[src/core/edmi_pkg.sv]
// Package with register map, field layout, reset values and states of the external memory interface
package edmi_pkg;
	// Register indices on the plain register port
	localparam logic [1:0] REG_PAGE = 2'h0;
	localparam logic [1:0] REG_MODE = 2'h1;
	localparam logic [1:0] REG_TIMING = 2'h2;
	localparam logic [1:0] REG_STATUS = 2'h3;
	// Reset values: latch strobe width and all timing fields at their largest settings
	localparam logic [7:0] PAGE_RST = 8'h00;
	localparam logic [3:0] MODE_RST = 4'h3;
	localparam logic [7:0] TIMING_RST = 8'hff;
	// Field positions
	localparam int PAGE_MSB = 4;
	localparam int PAGE_OFF_BIT = 4;
	localparam int MODE_MAP_LSB = 2;
	localparam int MODE_ALE_LSB = 0;
	localparam int TIM_SETUP_LSB = 6;
	localparam int TIM_STROBE_LSB = 2;
	localparam int TIM_HOLD_LSB = 0;
	// Memory map modes
	localparam logic [1:0] MAP_INTERNAL = 2'h0;
	localparam logic [1:0] MAP_SPLIT_NOBANK = 2'h1;
	localparam logic [1:0] MAP_SPLIT_BANK = 2'h2;
	localparam logic [1:0] MAP_EXTERNAL = 2'h3;
	// On-chip data space is 4096 bytes, so twelve address bits reach it
	localparam int ONCHIP_BYTES = 4096;
	localparam int ONCHIP_AW = $clog2(ONCHIP_BYTES);
	// Fixed overhead of an off-chip access: one start cycle and three tail cycles
	localparam logic [3:0] TAIL_CYCLES = 4'h3;
	// Third tail cycle: the synchroniser then holds the last strobe-low pin value
	localparam logic [3:0] TAIL_SAMPLE = 4'h2;
	localparam int CNT_W = 4;
	// Access sequencer states
	typedef enum logic [2:0] {
		ST_IDLE = 3'b000,
		ST_ONCHIP = 3'b001,
		ST_START = 3'b010,
		ST_ALEHI = 3'b011,
		ST_ALELO = 3'b100,
		ST_SETUP = 3'b101,
		ST_STROBE = 3'b110,
		ST_TAIL = 3'b111
	} edmi_state_e;
endpackage

[src/core/edmi_core.sv]
// Multiplexed external data memory interface with on-chip data space routing
//
// The register addresses and the strobed register port were decided locally.
`timescale 1ns/100ps
`default_nettype none
module edmi_core
	import edmi_pkg::*;
(
	input wire logic ref_clk,
	input wire logic rst_n,
	// Register port
	input wire logic [1:0] regAddr,
	input wire logic [7:0] regWdata,
	input wire logic regWr,
	input wire logic regRd,
	output logic [7:0] regRdata,
	// Move request from the core
	input wire logic movReq,
	input wire logic movWrite,
	input wire logic mov16,
	input wire logic [7:0] movIndex,
	input wire logic [15:0] movPointer,
	input wire logic [7:0] movWdata,
	output logic movDone,
	output logic [7:0] movRdata,
	// On-chip data space RAM, read data one cycle after enable
	output logic ramEn,
	output logic ramWe,
	output logic [11:0] ramAddr,
	output logic [7:0] ramWdata,
	input wire logic [7:0] ramRdata,
	// Port output mode per pin group: 1 push-pull, 0 open-drain
	input wire logic pushPullAd,
	input wire logic pushPullHi,
	input wire logic pushPullCtl,
	// Pins; pinClaim selects this block over the port latches
	output logic pinClaim,
	input wire logic [7:0] adIn,
	output logic [7:0] adOut,
	output logic [7:0] adOe,
	output logic [3:0] addrHiOut,
	output logic [3:0] addrHiOe,
	output logic aleOut,
	output logic aleOe,
	output logic rdNOut,
	output logic rdNOe,
	output logic wrNOut,
	output logic wrNOe
);
	logic [7:0] page_r;
	logic [3:0] mode_r;
	logic [7:0] timing_r;
	logic [1:0] mapMode;
	logic [1:0] aleCode;
	logic [1:0] setupCode;
	logic [3:0] strobeCode;
	logic [1:0] holdCode;
	logic busy;
	logic lastOff_r;
	edmi_state_e state_r;
	edmi_state_e state_nxt;
	logic cntLoad;
	logic [CNT_W-1:0] cntVal;
	logic cntZero;
	logic [3:0] tail_r;
	logic [7:0] adSync;
	logic goOff;
	logic [15:0] effAddr;
	logic hiDrive;
	logic wr_r;
	logic hiDrive_r;
	logic [11:0] extAddr_r;
	logic [7:0] wdata_r;
	logic ramPend_r;
	logic claim;
	logic adIsOut;
	logic [7:0] adVal;
	logic aleVal;
	logic rdVal;
	logic wrVal;

	assign mapMode = mode_r[MODE_MAP_LSB +: 2];
	assign aleCode = mode_r[MODE_ALE_LSB +: 2];
	assign setupCode = timing_r[TIM_SETUP_LSB +: 2];
	assign strobeCode = timing_r[TIM_STROBE_LSB +: 4];
	assign holdCode = timing_r[TIM_HOLD_LSB +: 2];
	assign busy = (state_r != ST_IDLE);

	// Register writes; timing fields reset to their largest delays
	always_ff @(posedge ref_clk)
	begin
		if (!rst_n)
		begin
			page_r <= PAGE_RST;
			mode_r <= MODE_RST;
			timing_r <= TIMING_RST;
		end
		else if (regWr)
		begin
			unique case (regAddr)
				REG_PAGE: page_r <= {3'h0, regWdata[PAGE_MSB:0]};
				REG_MODE: mode_r <= regWdata[3:0];
				REG_TIMING: timing_r <= regWdata;
				default: ;
			endcase
		end
	end

	// Register reads, answered in the following cycle; unused bits read zero
	always_ff @(posedge ref_clk)
	begin
		if (!rst_n)
			regRdata <= 8'h00;
		else if (regRd)
		begin
			unique case (regAddr)
				REG_PAGE: regRdata <= page_r;
				REG_MODE: regRdata <= {4'h0, mode_r};
				REG_TIMING: regRdata <= timing_r;
				REG_STATUS: regRdata <= {6'h00, lastOff_r, busy};
			endcase
		end
		else
			regRdata <= 8'h00;
	end

	// Effective address from page and index, or from the data pointer
	always_comb
	begin
		if (mov16)
			effAddr = movPointer;
		else
			effAddr = {page_r, movIndex};
	end

	// On-chip or off-chip decision per memory map mode
	always_comb
	begin
		unique case (mapMode)
			MAP_INTERNAL: goOff = 1'b0;
			MAP_SPLIT_NOBANK, MAP_SPLIT_BANK:
			begin
				if (mov16)
					goOff = (effAddr >= 16'(ONCHIP_BYTES));
				else
					goOff = page_r[PAGE_OFF_BIT];
			end
			MAP_EXTERNAL: goOff = 1'b1;
		endcase
	end

	// Upper address pins: driven for 16-bit moves and for banked 8-bit moves only
	always_comb
	begin
		if (mov16)
			hiDrive = 1'b1;
		else
			hiDrive = (mapMode == MAP_SPLIT_BANK);
	end

	// Sequencer: next state and phase counter loads
	always_comb
	begin
		state_nxt = state_r;
		cntLoad = 1'b0;
		cntVal = '0;
		unique case (state_r)
			ST_IDLE:
			begin
				if (movReq)
					state_nxt = goOff ? ST_START : ST_ONCHIP;
			end
			ST_ONCHIP:
				state_nxt = ST_IDLE;
			ST_START:
			begin
				state_nxt = ST_ALEHI;
				cntLoad = 1'b1;
				cntVal = CNT_W'(aleCode);
			end
			ST_ALEHI:
			begin
				if (cntZero)
				begin
					state_nxt = ST_ALELO;
					cntLoad = 1'b1;
					cntVal = CNT_W'(aleCode);
				end
			end
			ST_ALELO:
			begin
				if (cntZero)
				begin
					cntLoad = 1'b1;
					if (setupCode != 2'h0)
					begin
						state_nxt = ST_SETUP;
						cntVal = CNT_W'(setupCode - 2'h1);
					end
					else
					begin
						state_nxt = ST_STROBE;
						cntVal = strobeCode;
					end
				end
			end
			ST_SETUP:
			begin
				if (cntZero)
				begin
					state_nxt = ST_STROBE;
					cntLoad = 1'b1;
					cntVal = strobeCode;
				end
			end
			ST_STROBE:
			begin
				if (cntZero)
				begin
					state_nxt = ST_TAIL;
					cntLoad = 1'b1;
					cntVal = CNT_W'(holdCode) + TAIL_CYCLES - 4'h1;
				end
			end
			ST_TAIL:
			begin
				if (cntZero)
					state_nxt = ST_IDLE;
			end
		endcase
	end

	// State register
	always_ff @(posedge ref_clk)
	begin
		if (!rst_n)
			state_r <= ST_IDLE;
		else
			state_r <= state_nxt;
	end

	edmi_phase_cnt #(
		.W(CNT_W)
	) u_phase (
		.ref_clk(ref_clk),
		.rst_n(rst_n),
		.load(cntLoad),
		.loadVal(cntVal),
		.zero(cntZero)
	);

	edmi_sync2 #(
		.W(8)
	) u_adsync (
		.ref_clk(ref_clk),
		.rst_n(rst_n),
		.asyncIn(adIn),
		.syncOut(adSync)
	);

	// Capture request details once, so the core may change them mid access
	always_ff @(posedge ref_clk)
	begin
		if (!rst_n)
		begin
			wr_r <= 1'b0;
			hiDrive_r <= 1'b0;
			extAddr_r <= 12'h000;
			wdata_r <= 8'h00;
			lastOff_r <= 1'b0;
		end
		else if ((state_r == ST_IDLE) && movReq)
		begin
			wr_r <= movWrite;
			hiDrive_r <= hiDrive;
			extAddr_r <= effAddr[ONCHIP_AW-1:0];
			wdata_r <= movWdata;
			lastOff_r <= goOff;
		end
	end

	// Tail cycle index, used to pick the synchronised read data
	always_ff @(posedge ref_clk)
	begin
		if (!rst_n)
			tail_r <= 4'h0;
		else if (state_r == ST_TAIL)
			tail_r <= tail_r + 4'h1;
		else
			tail_r <= 4'h0;
	end

	// On-chip access; the address wraps within the 4096-byte space
	always_ff @(posedge ref_clk)
	begin
		if (!rst_n)
		begin
			ramEn <= 1'b0;
			ramWe <= 1'b0;
			ramAddr <= 12'h000;
			ramWdata <= 8'h00;
		end
		else
		begin
			ramEn <= (state_r == ST_IDLE) && movReq && !goOff;
			ramWe <= (state_r == ST_IDLE) && movReq && !goOff && movWrite;
			ramAddr <= effAddr[ONCHIP_AW-1:0];
			ramWdata <= movWdata;
		end
	end

	// Pending on-chip read completes one cycle after the RAM enable
	always_ff @(posedge ref_clk)
	begin
		if (!rst_n)
			ramPend_r <= 1'b0;
		else
			ramPend_r <= ramEn;
	end

	// Move completion and read data; synchronised pins lag two clocks
	always_ff @(posedge ref_clk)
	begin
		if (!rst_n)
		begin
			movDone <= 1'b0;
			movRdata <= 8'h00;
		end
		else
		begin
			movDone <= ramPend_r || ((state_r == ST_TAIL) && cntZero);
			if (ramPend_r && !wr_r)
				movRdata <= ramRdata;
			else if ((state_r == ST_TAIL) && (tail_r == TAIL_SAMPLE) && !wr_r)
				movRdata <= adSync;
		end
	end

	// Pin values by phase; the shared lines carry address then data
	always_comb
	begin
		claim = (state_r != ST_IDLE) && (state_r != ST_ONCHIP);
		aleVal = (state_r == ST_ALEHI);
		rdVal = !((state_r == ST_STROBE) && !wr_r);
		wrVal = !((state_r == ST_STROBE) && wr_r);
		if ((state_r == ST_START) || (state_r == ST_ALEHI) || (state_r == ST_ALELO))
		begin
			adIsOut = 1'b1;
			adVal = extAddr_r[7:0];
		end
		else
		begin
			adIsOut = wr_r && ((state_r == ST_SETUP) || (state_r == ST_STROBE)
				|| ((state_r == ST_TAIL) && (tail_r < 4'(holdCode))));
			adVal = wdata_r;
		end
	end

	// Registered pins; drivers follow pin mode, and are off for inputs or when released
	always_ff @(posedge ref_clk)
	begin
		if (!rst_n)
		begin
			pinClaim <= 1'b0;
			adOut <= 8'h00;
			adOe <= 8'h00;
			addrHiOut <= 4'h0;
			addrHiOe <= 4'h0;
			aleOut <= 1'b0;
			aleOe <= 1'b0;
			rdNOut <= 1'b1;
			rdNOe <= 1'b0;
			wrNOut <= 1'b1;
			wrNOe <= 1'b0;
		end
		else
		begin
			pinClaim <= claim;
			adOut <= adVal;
			adOe <= (claim && adIsOut) ? (pushPullAd ? 8'hff : ~adVal) : 8'h00;
			addrHiOut <= extAddr_r[11:8];
			addrHiOe <= (claim && hiDrive_r) ? (pushPullHi ? 4'hf : ~extAddr_r[11:8]) : 4'h0;
			aleOut <= aleVal;
			aleOe <= claim && (pushPullCtl || !aleVal);
			rdNOut <= rdVal;
			rdNOe <= claim && (pushPullCtl || !rdVal);
			wrNOut <= wrVal;
			wrNOe <= claim && (pushPullCtl || !wrVal);
		end
	end
endmodule // edmi_core
`default_nettype wire

[src/core/edmi_sync2.sv]
// Two-flop synchroniser for a group of pin inputs
`timescale 1ns/100ps
`default_nettype none
module edmi_sync2 #(
	parameter int W = 8
) (
	input wire logic ref_clk,
	input wire logic rst_n,
	input wire logic [W-1:0] asyncIn,
	output logic [W-1:0] syncOut
);
	logic [W-1:0] meta_r;

	// First stage feeds only the second stage
	always_ff @(posedge ref_clk)
	begin
		if (!rst_n)
		begin
			meta_r <= '0;
			syncOut <= '0;
		end
		else
		begin
			meta_r <= asyncIn;
			syncOut <= meta_r;
		end
	end
endmodule // edmi_sync2
`default_nettype wire

[src/core/edmi_phase_cnt.sv]
// Loadable down counter that times one phase of a bus access
`timescale 1ns/100ps
`default_nettype none
module edmi_phase_cnt #(
	parameter int W = 4
) (
	input wire logic ref_clk,
	input wire logic rst_n,
	input wire logic load,
	input wire logic [W-1:0] loadVal,
	output logic zero
);
	logic [W-1:0] cnt_r;

	// Load wins over counting so a new phase always starts clean
	always_ff @(posedge ref_clk)
	begin
		if (!rst_n)
			cnt_r <= '0;
		else if (load)
			cnt_r <= loadVal;
		else if (cnt_r != '0)
			cnt_r <= cnt_r - 1'b1;
	end

	assign zero = (cnt_r == '0);
endmodule // edmi_phase_cnt
`default_nettype wire

[config.mk]
export PLATFORM = sky130hd
export DESIGN_NAME = edmi_core
export DESIGN_NICKNAME = d
export VERILOG_FILES = /design/src/core/edmi_pkg.sv /design/src/core/edmi_core.sv /design/src/core/edmi_sync2.sv /design/src/core/edmi_phase_cnt.sv
export SDC_FILE = /design/constraint.sdc
export NUM_CORES = 1
export LEC_CHECK = 0
export BUFFER_PORTS_ARGS = -buffer_cell sky130_fd_sc_hd__clkbuf_2
export CAP_MARGIN = 30
export CORE_UTILIZATION = 52
export CTS_CLUSTER_DIAMETER = 100
export DETAILED_ROUTE_END_ITERATION = 8
export PLACE_DENSITY = 0.79
export RECOVER_POWER = 50
export SETUP_SLACK_MARGIN = 0.1
export SLEW_MARGIN = 5
export SYNTH_ARGS = -nofsm -noshare
export SYNTH_HDL_FRONTEND = slang
export SYNTH_SLANG_ARGS = --single-unit
[constraint.sdc]
create_clock -name ref_clk -period 2.1 [get_ports ref_clk]
set_clock_uncertainty 0.15 [all_clocks]
set_input_delay 0.21 -clock ref_clk [delete_from_list [all_inputs] [get_ports ref_clk]]
set_output_delay 0.21 -clock ref_clk [all_outputs]
set_load 0.01 [all_outputs]
# After elaboration in Yosys (flattened, before gate mapping)
# Index checks and enable logic that the tools add are counted.
# totals
rom_bits	0
latch_bits	0
output_inout_bits	70
regBits	138
memories	0
ram_bits	0
in_bits	68
elab_cells	141
# classes
div	0
bitwise_logic	2
eq_ne	21
order_cmp	2
addsub	5
multipliers	0
reduce_logical	49
shifts	0
n_mux	30
# op_table
op	count
2-to-1 mux 8 bit	4
one-hot mux 8 bit (4 select lines)	1
2-to-1 mux 4 bit	7
one-hot mux 3 bit (8 select lines)	1
one-hot mux 4 bit (5 select lines)	1
2-to-1 mux 3 bit	6
logical AND 1 bit	17
greater-or-equal comparator 16 x 13 -> 1 bit (second input constant)	1
2-to-1 mux 16 bit	1
AND reduction 2 bit	7
== test 3 bit (second input constant)	4
!= test 2 bit (second input constant)	6
== test 2 bit (second input constant)	4
logical OR 1 bit	8
NOT 8 bit	1
== test 3 x 2 -> 1 bit (second input constant)	2
2-to-1 mux 2 bit	3
AND reduction 6 bit	1
nonzero test 2 bit	3
zero test 1 bit	5
adder 4 x 1 -> 4 bit (second input constant)	1
== test 2 x 1 -> 1 bit (second input constant)	2
== test 4 x 2 -> 1 bit (second input constant)	1
zero test 2 bit	2
other kinds (17)	20

# Logic depth before layout (Yosys ltp)
# logic_depth
word_depth	7
ltp_mapped	7
depth_no_buf	6

# Cells and area by module
# Synthesis repeated with hierarchy kept, for this count alone.
# hier_totals
cells_unflattened	519
area_unflattened_um2	5154.9
# by_module_without_submodules
module	seq_area_each_um2	cells_per_inst	instances	area_per_inst_um2
edmi_core	2362.3	463	1	4478.0
edmi_sync2	320.3	33	1	446.7
edmi_phase_cnt	80.1	23	1	230.2

# Worst setup path after synthesis
# Ideal clock, no wire load.
# synth_timing
path_type	reg2reg
start	register u_phase.cnt_r[0]
end	register u_phase.cnt_r[1]
stages_incl_launch_ff	7
period_less_slack_ps	1768
setup_time_ps	137
setup_slack_ps	332
arrival_time_ps	1481
required_ps	1813
path_buffers	0
cell_sequence	dfxtp_1 inv_1 ha_1 or3b_1 or3_1 a21boi_0 a2111oi_2
# synth_between
elab_chain_cells	4
word_cells_on_any_way	13
cone_classes	1 x add/sub; 9 x mux; 3 x reduce/logical
# synth_rtl
item	line	source
start: declaration	edmi_phase_cnt.sv:13	logic [W-1:0] cnt_r;
start signal: assignment	edmi_phase_cnt.sv:21	cnt_r <= loadVal;
start signal: assignment	edmi_phase_cnt.sv:23	cnt_r <= cnt_r - 1'b1;
parallel branches: the longest is 4 deep, another holds subtractor 4 x 1 -> 4 bit	-	
# Several ways; the timed one is not identified. The select of a mux whose other input is x is not followed.
# A chain may end at the register's enable or synchronous reset.

# Worst setup path after layout
# layout_timing
start	register state_r[2]
end	register extAddr_r[7]
# layout_between
elab_chain_cells	2
# layout_rtl
item	line	source
start: declaration	edmi_core.sv:60	edmi_state_e state_r;
start signal: assignment	edmi_core.sv:239	state_r <= state_nxt;
zero test 3 bit	edmi_core.sv:272	else if ((state_r == ST_IDLE) && movReq)
logical AND 1 bit	edmi_core.sv:272	
end signal: assignment	edmi_core.sv:276	extAddr_r <= effAddr[ONCHIP_AW-1:0];
end: declaration	edmi_core.sv:72	logic [11:0] extAddr_r;
# Every way passes these cells.

==> impl_metrics.toml <==
[yosys]
synthCells = 539
synthXorXnorAreaFrac_pct = 0.832
yosysTopAreaCellShare_pct = 52.5
ys_async_sr_fraction_pct = 0
synth_edf_count = 0
synthTopCellsByArea = "dfxtp_1, mux2i_1, and2_1"
yosysSeqAreaShare_pct = 52.5
synth_compound_gate_area_share_pct = 13.8
ys_warn_count = 0
synth-main-ff-cell = "dfxtp_1"
yosys.area_share.simple_pct = 19.0
yosysUniqueCellTypes = 54
synth_top_family_by_area = "simple AND/OR/NAND/NOR gates"
synth_fa_ha_area_share_pct = 1.90
yosysTopAreaCell = "dfxtp_1"
synthMuxAreaShare_pct = 7.70
ys_seq_elements = 138
syn-num-nets = 615
avgSynthCellArea_um2 = 9.77
netlist_area_mm2 = 0.00526

[die]
core_area_mm2 = 0.00977
dieArea_mm2 = 0.0105
placement_rows = 36
die_w_um = 103
start_util_pct = 53.9
ios = 138
die_y_um = 103

[global_route]
grt_pass1_wl_mm = 21.5
track_usage_pct = 27.5
met2_usage_pct = 45.6
grt_use_met1_pct = 32.6
grt_pass1_vias = 4476
antenna_found_initial = 0
grt_use_met3_pct = 6.24
grt.busiest_layer = "met2"
grt_max_degree = 63
overflow = 0

[drt]
ant_nets = 0
drt_pass1_iterations = 5
wl_per_cell_um = 16.1
drt-total-wl_mm = 14.1
drtIter0Drc = 224
drc = 0
vias_per_cell = 5.37
num_vias = 4715

[sta]
slew_headroom_pct = 13.3
post-route-min-period_ns = 1.94
max_freq_ghz = 0.516
setup_viol = 0
rsz0062_at_grt = "no"
hold_viol = 0
timing.final.ws_setup_ns = 0.162
slew_violations = 0
timing.final.crit_share_pct = 92.3
tightest_slew_ns = 1.30
fin_setup_tns_ns = 0

[power_and_ir_drop]
p_leak_uw = 0.00300
powerDensity_mw_per_mm2 = 1040
ir_drop_v = 0.000656

[worst_setup_path]
cp.required_ns = 2.35
startpoint_type = "register"
reg2reg_depth = 6
rr_startpoint = "state_r[2]"
crit_fanout = 35
ff2ff_setup_slack_ns = 0.16
critical_path_arrival_ns = 2.19
endpoint_kind = "register"
r2r_end = "extAddr_r[7]"
path_class = "reg2reg"

[clocking]
clk_latency_ns = 0.52
cts_buffers = 17
clock-root-buffer = "clkbuf_8"
cts_tree = "yes"
clk_pin_slew_worst_paths_ns = 0.07
cts_sinks = 138
cts_max_path_buffers = 2
htree_levels = 4

[finish]
area_growth_pct = 36.4
fillers = 660
seq_area_mm2 = 0.00276
fin_nets = 808
layout-drive-gt1-share_pct = 18.1
final_cell_mix = "dfxtp_1, clkbuf_2, clkbuf_1"
multi_input_area_mm2 = 0.00228
diodes = 0
layout_commonest_cell = "dfxtp_1"

[min_path]
min_path_type = "in2reg"
holdPathEnd = "regRdata[4]"
holdPathStages = 3
hold_start = "regAddr[1]"

[place]
port-buffer-count = 137
hpwlAfterDp_mm = 8.64
place_ws_ns = 0.104
gp_congestion = 0.919

[outcome]
status = "finished clean"

[job]
cap_viol_max_count = 0
[sequential cells by signal, summed over array words and instances, names as in the netlist, 3 cells and up]
signal and cells:
addrHiOe 4, ramWdata 8, wdata_r 8, addrHiOut 4
tail_r 4, ramAddr 12, movRdata 8, u_adsync.meta_r 8
adOut 8, extAddr_r 12, regRdata 8, u_adsync.syncOut 8
adOe 8, u_phase.cnt_r 4, page_r 5, timing_r 8
mode_r 4, state_r 3
[layout make-up]
class / count / share of cell area [%]
sequential: 138 / 38.5
multi-input combinational: 351 / 31.8
timing repair buffer: 210 / 18.5
clock buffer: 17 / 5.77
clock inverter: 15 / 2.37
tap: 133 / 2.32
inverter: 14 / 0.732
[what timing repair did]
| item | CTS | global route |
|---|---|---|
| hold buffers | 60 | 0 |
| hold endpoints to repair | 94 | 0 |
| resized for setup | 1 | 5 |
| buffers inserted | 0 | 0 |
| endpoints found under the setup margin | 1 | 15 |
[layer usage]
layer | share of wire, % | wire (um) | vias up
li1 | - | - | 2238
met1 | 40 | 5640 | 2199
met2 | 50 | 7060 | 227
met3 | 6.1 | 866 | 51
met4 | 4.1 | 580 | 0
met5 | 0 | 0 | -
[how the worst max path moves through the flow]
stage	endpoint	cells past startpoint	startpoint	slack [ns]
CTS	u_phase.cnt_r[1]	6	u_phase.cnt_r[0]	0.13
finish	extAddr_r[7]	6	state_r[2]	0.16
floorplan	u_phase.cnt_r[1]	6	u_phase.cnt_r[0]	0.33
detailed placement	u_phase.cnt_r[1]	6	u_phase.cnt_r[0]	0.10
global route	extAddr_r[7]	6	state_r[2]	0.09
global placement	u_phase.cnt_r[1]	6	u_phase.cnt_r[0]	0.20
[cell families after synthesis]
family / after synthesis
AND/OR/NAND/NOR: 197
flip-flops: 138
AO/OA/AOI/OAI: 103
buffers and inverters: 50
multiplexers: 38
adder cells (fa/ha/maj): 8
XOR/XNOR: 5
[stage by stage]
stage	cell area, um2	hold WS (ns)	util, %	cells	total power (uW)
floorplan	5260	0.150	-	539	3980
global placement	6070	0.265	62.1	786	4320
detailed placement	6070	0.272	62.1	786	4400
CTS	7250	0.00546	74.2	878	7400
global route	7180	0.0606	73.5	878	7770
finish	7180	0.0387	73.5	878	7450
[synth_stat cells, types with 2 or more instances]
cell type / n
dfxtp_1: 138
nor2_1: 55
nand2_1: 46
a21oi_1: 38
mux2i_1: 36
and2_1: 34
a211oi_1: 20
buf_2: 18
nand3_1: 17
clkbuf_1: 14
inv_1: 13
o21a_1: 9
o21ai_0: 9
ha_1: 8
nand2b_1: 8
nor2b_1: 7
nor3_1: 7
and3_1: 4
o211ai_1: 4
o22ai_1: 4
xor2_1: 4
a21o_1: 3
nand4_1: 3
a2111oi_2: 2
a21boi_0: 2
a31oi_1: 2
buf_4: 2
mux4_2: 2
nand3b_1: 2
nor3b_2: 2
o31ai_1: 2
or3_1: 2
[worst max-delay path, stage by stage, from the launching register on]
cell,delay [ns]
dfxtp_1,0.39
buf_12,0.19
nor3_1,0.26
and2_1,0.23
buf_8,0.25
nor2_1,0.08
a211oi_1,0.27
[where the power goes]
| part | internal, uW | total [uW] | switching [uW] |
|---|---|---|---|
| clock network | 1640 | 2920 | 1280 |
| logic | 651 | 1500 | 850 |
| registers | 2860 | 3030 | 171 |
| total | 5150 | 7450 | 2300 |
Note: power is estimated with default switching activity, not from simulation.
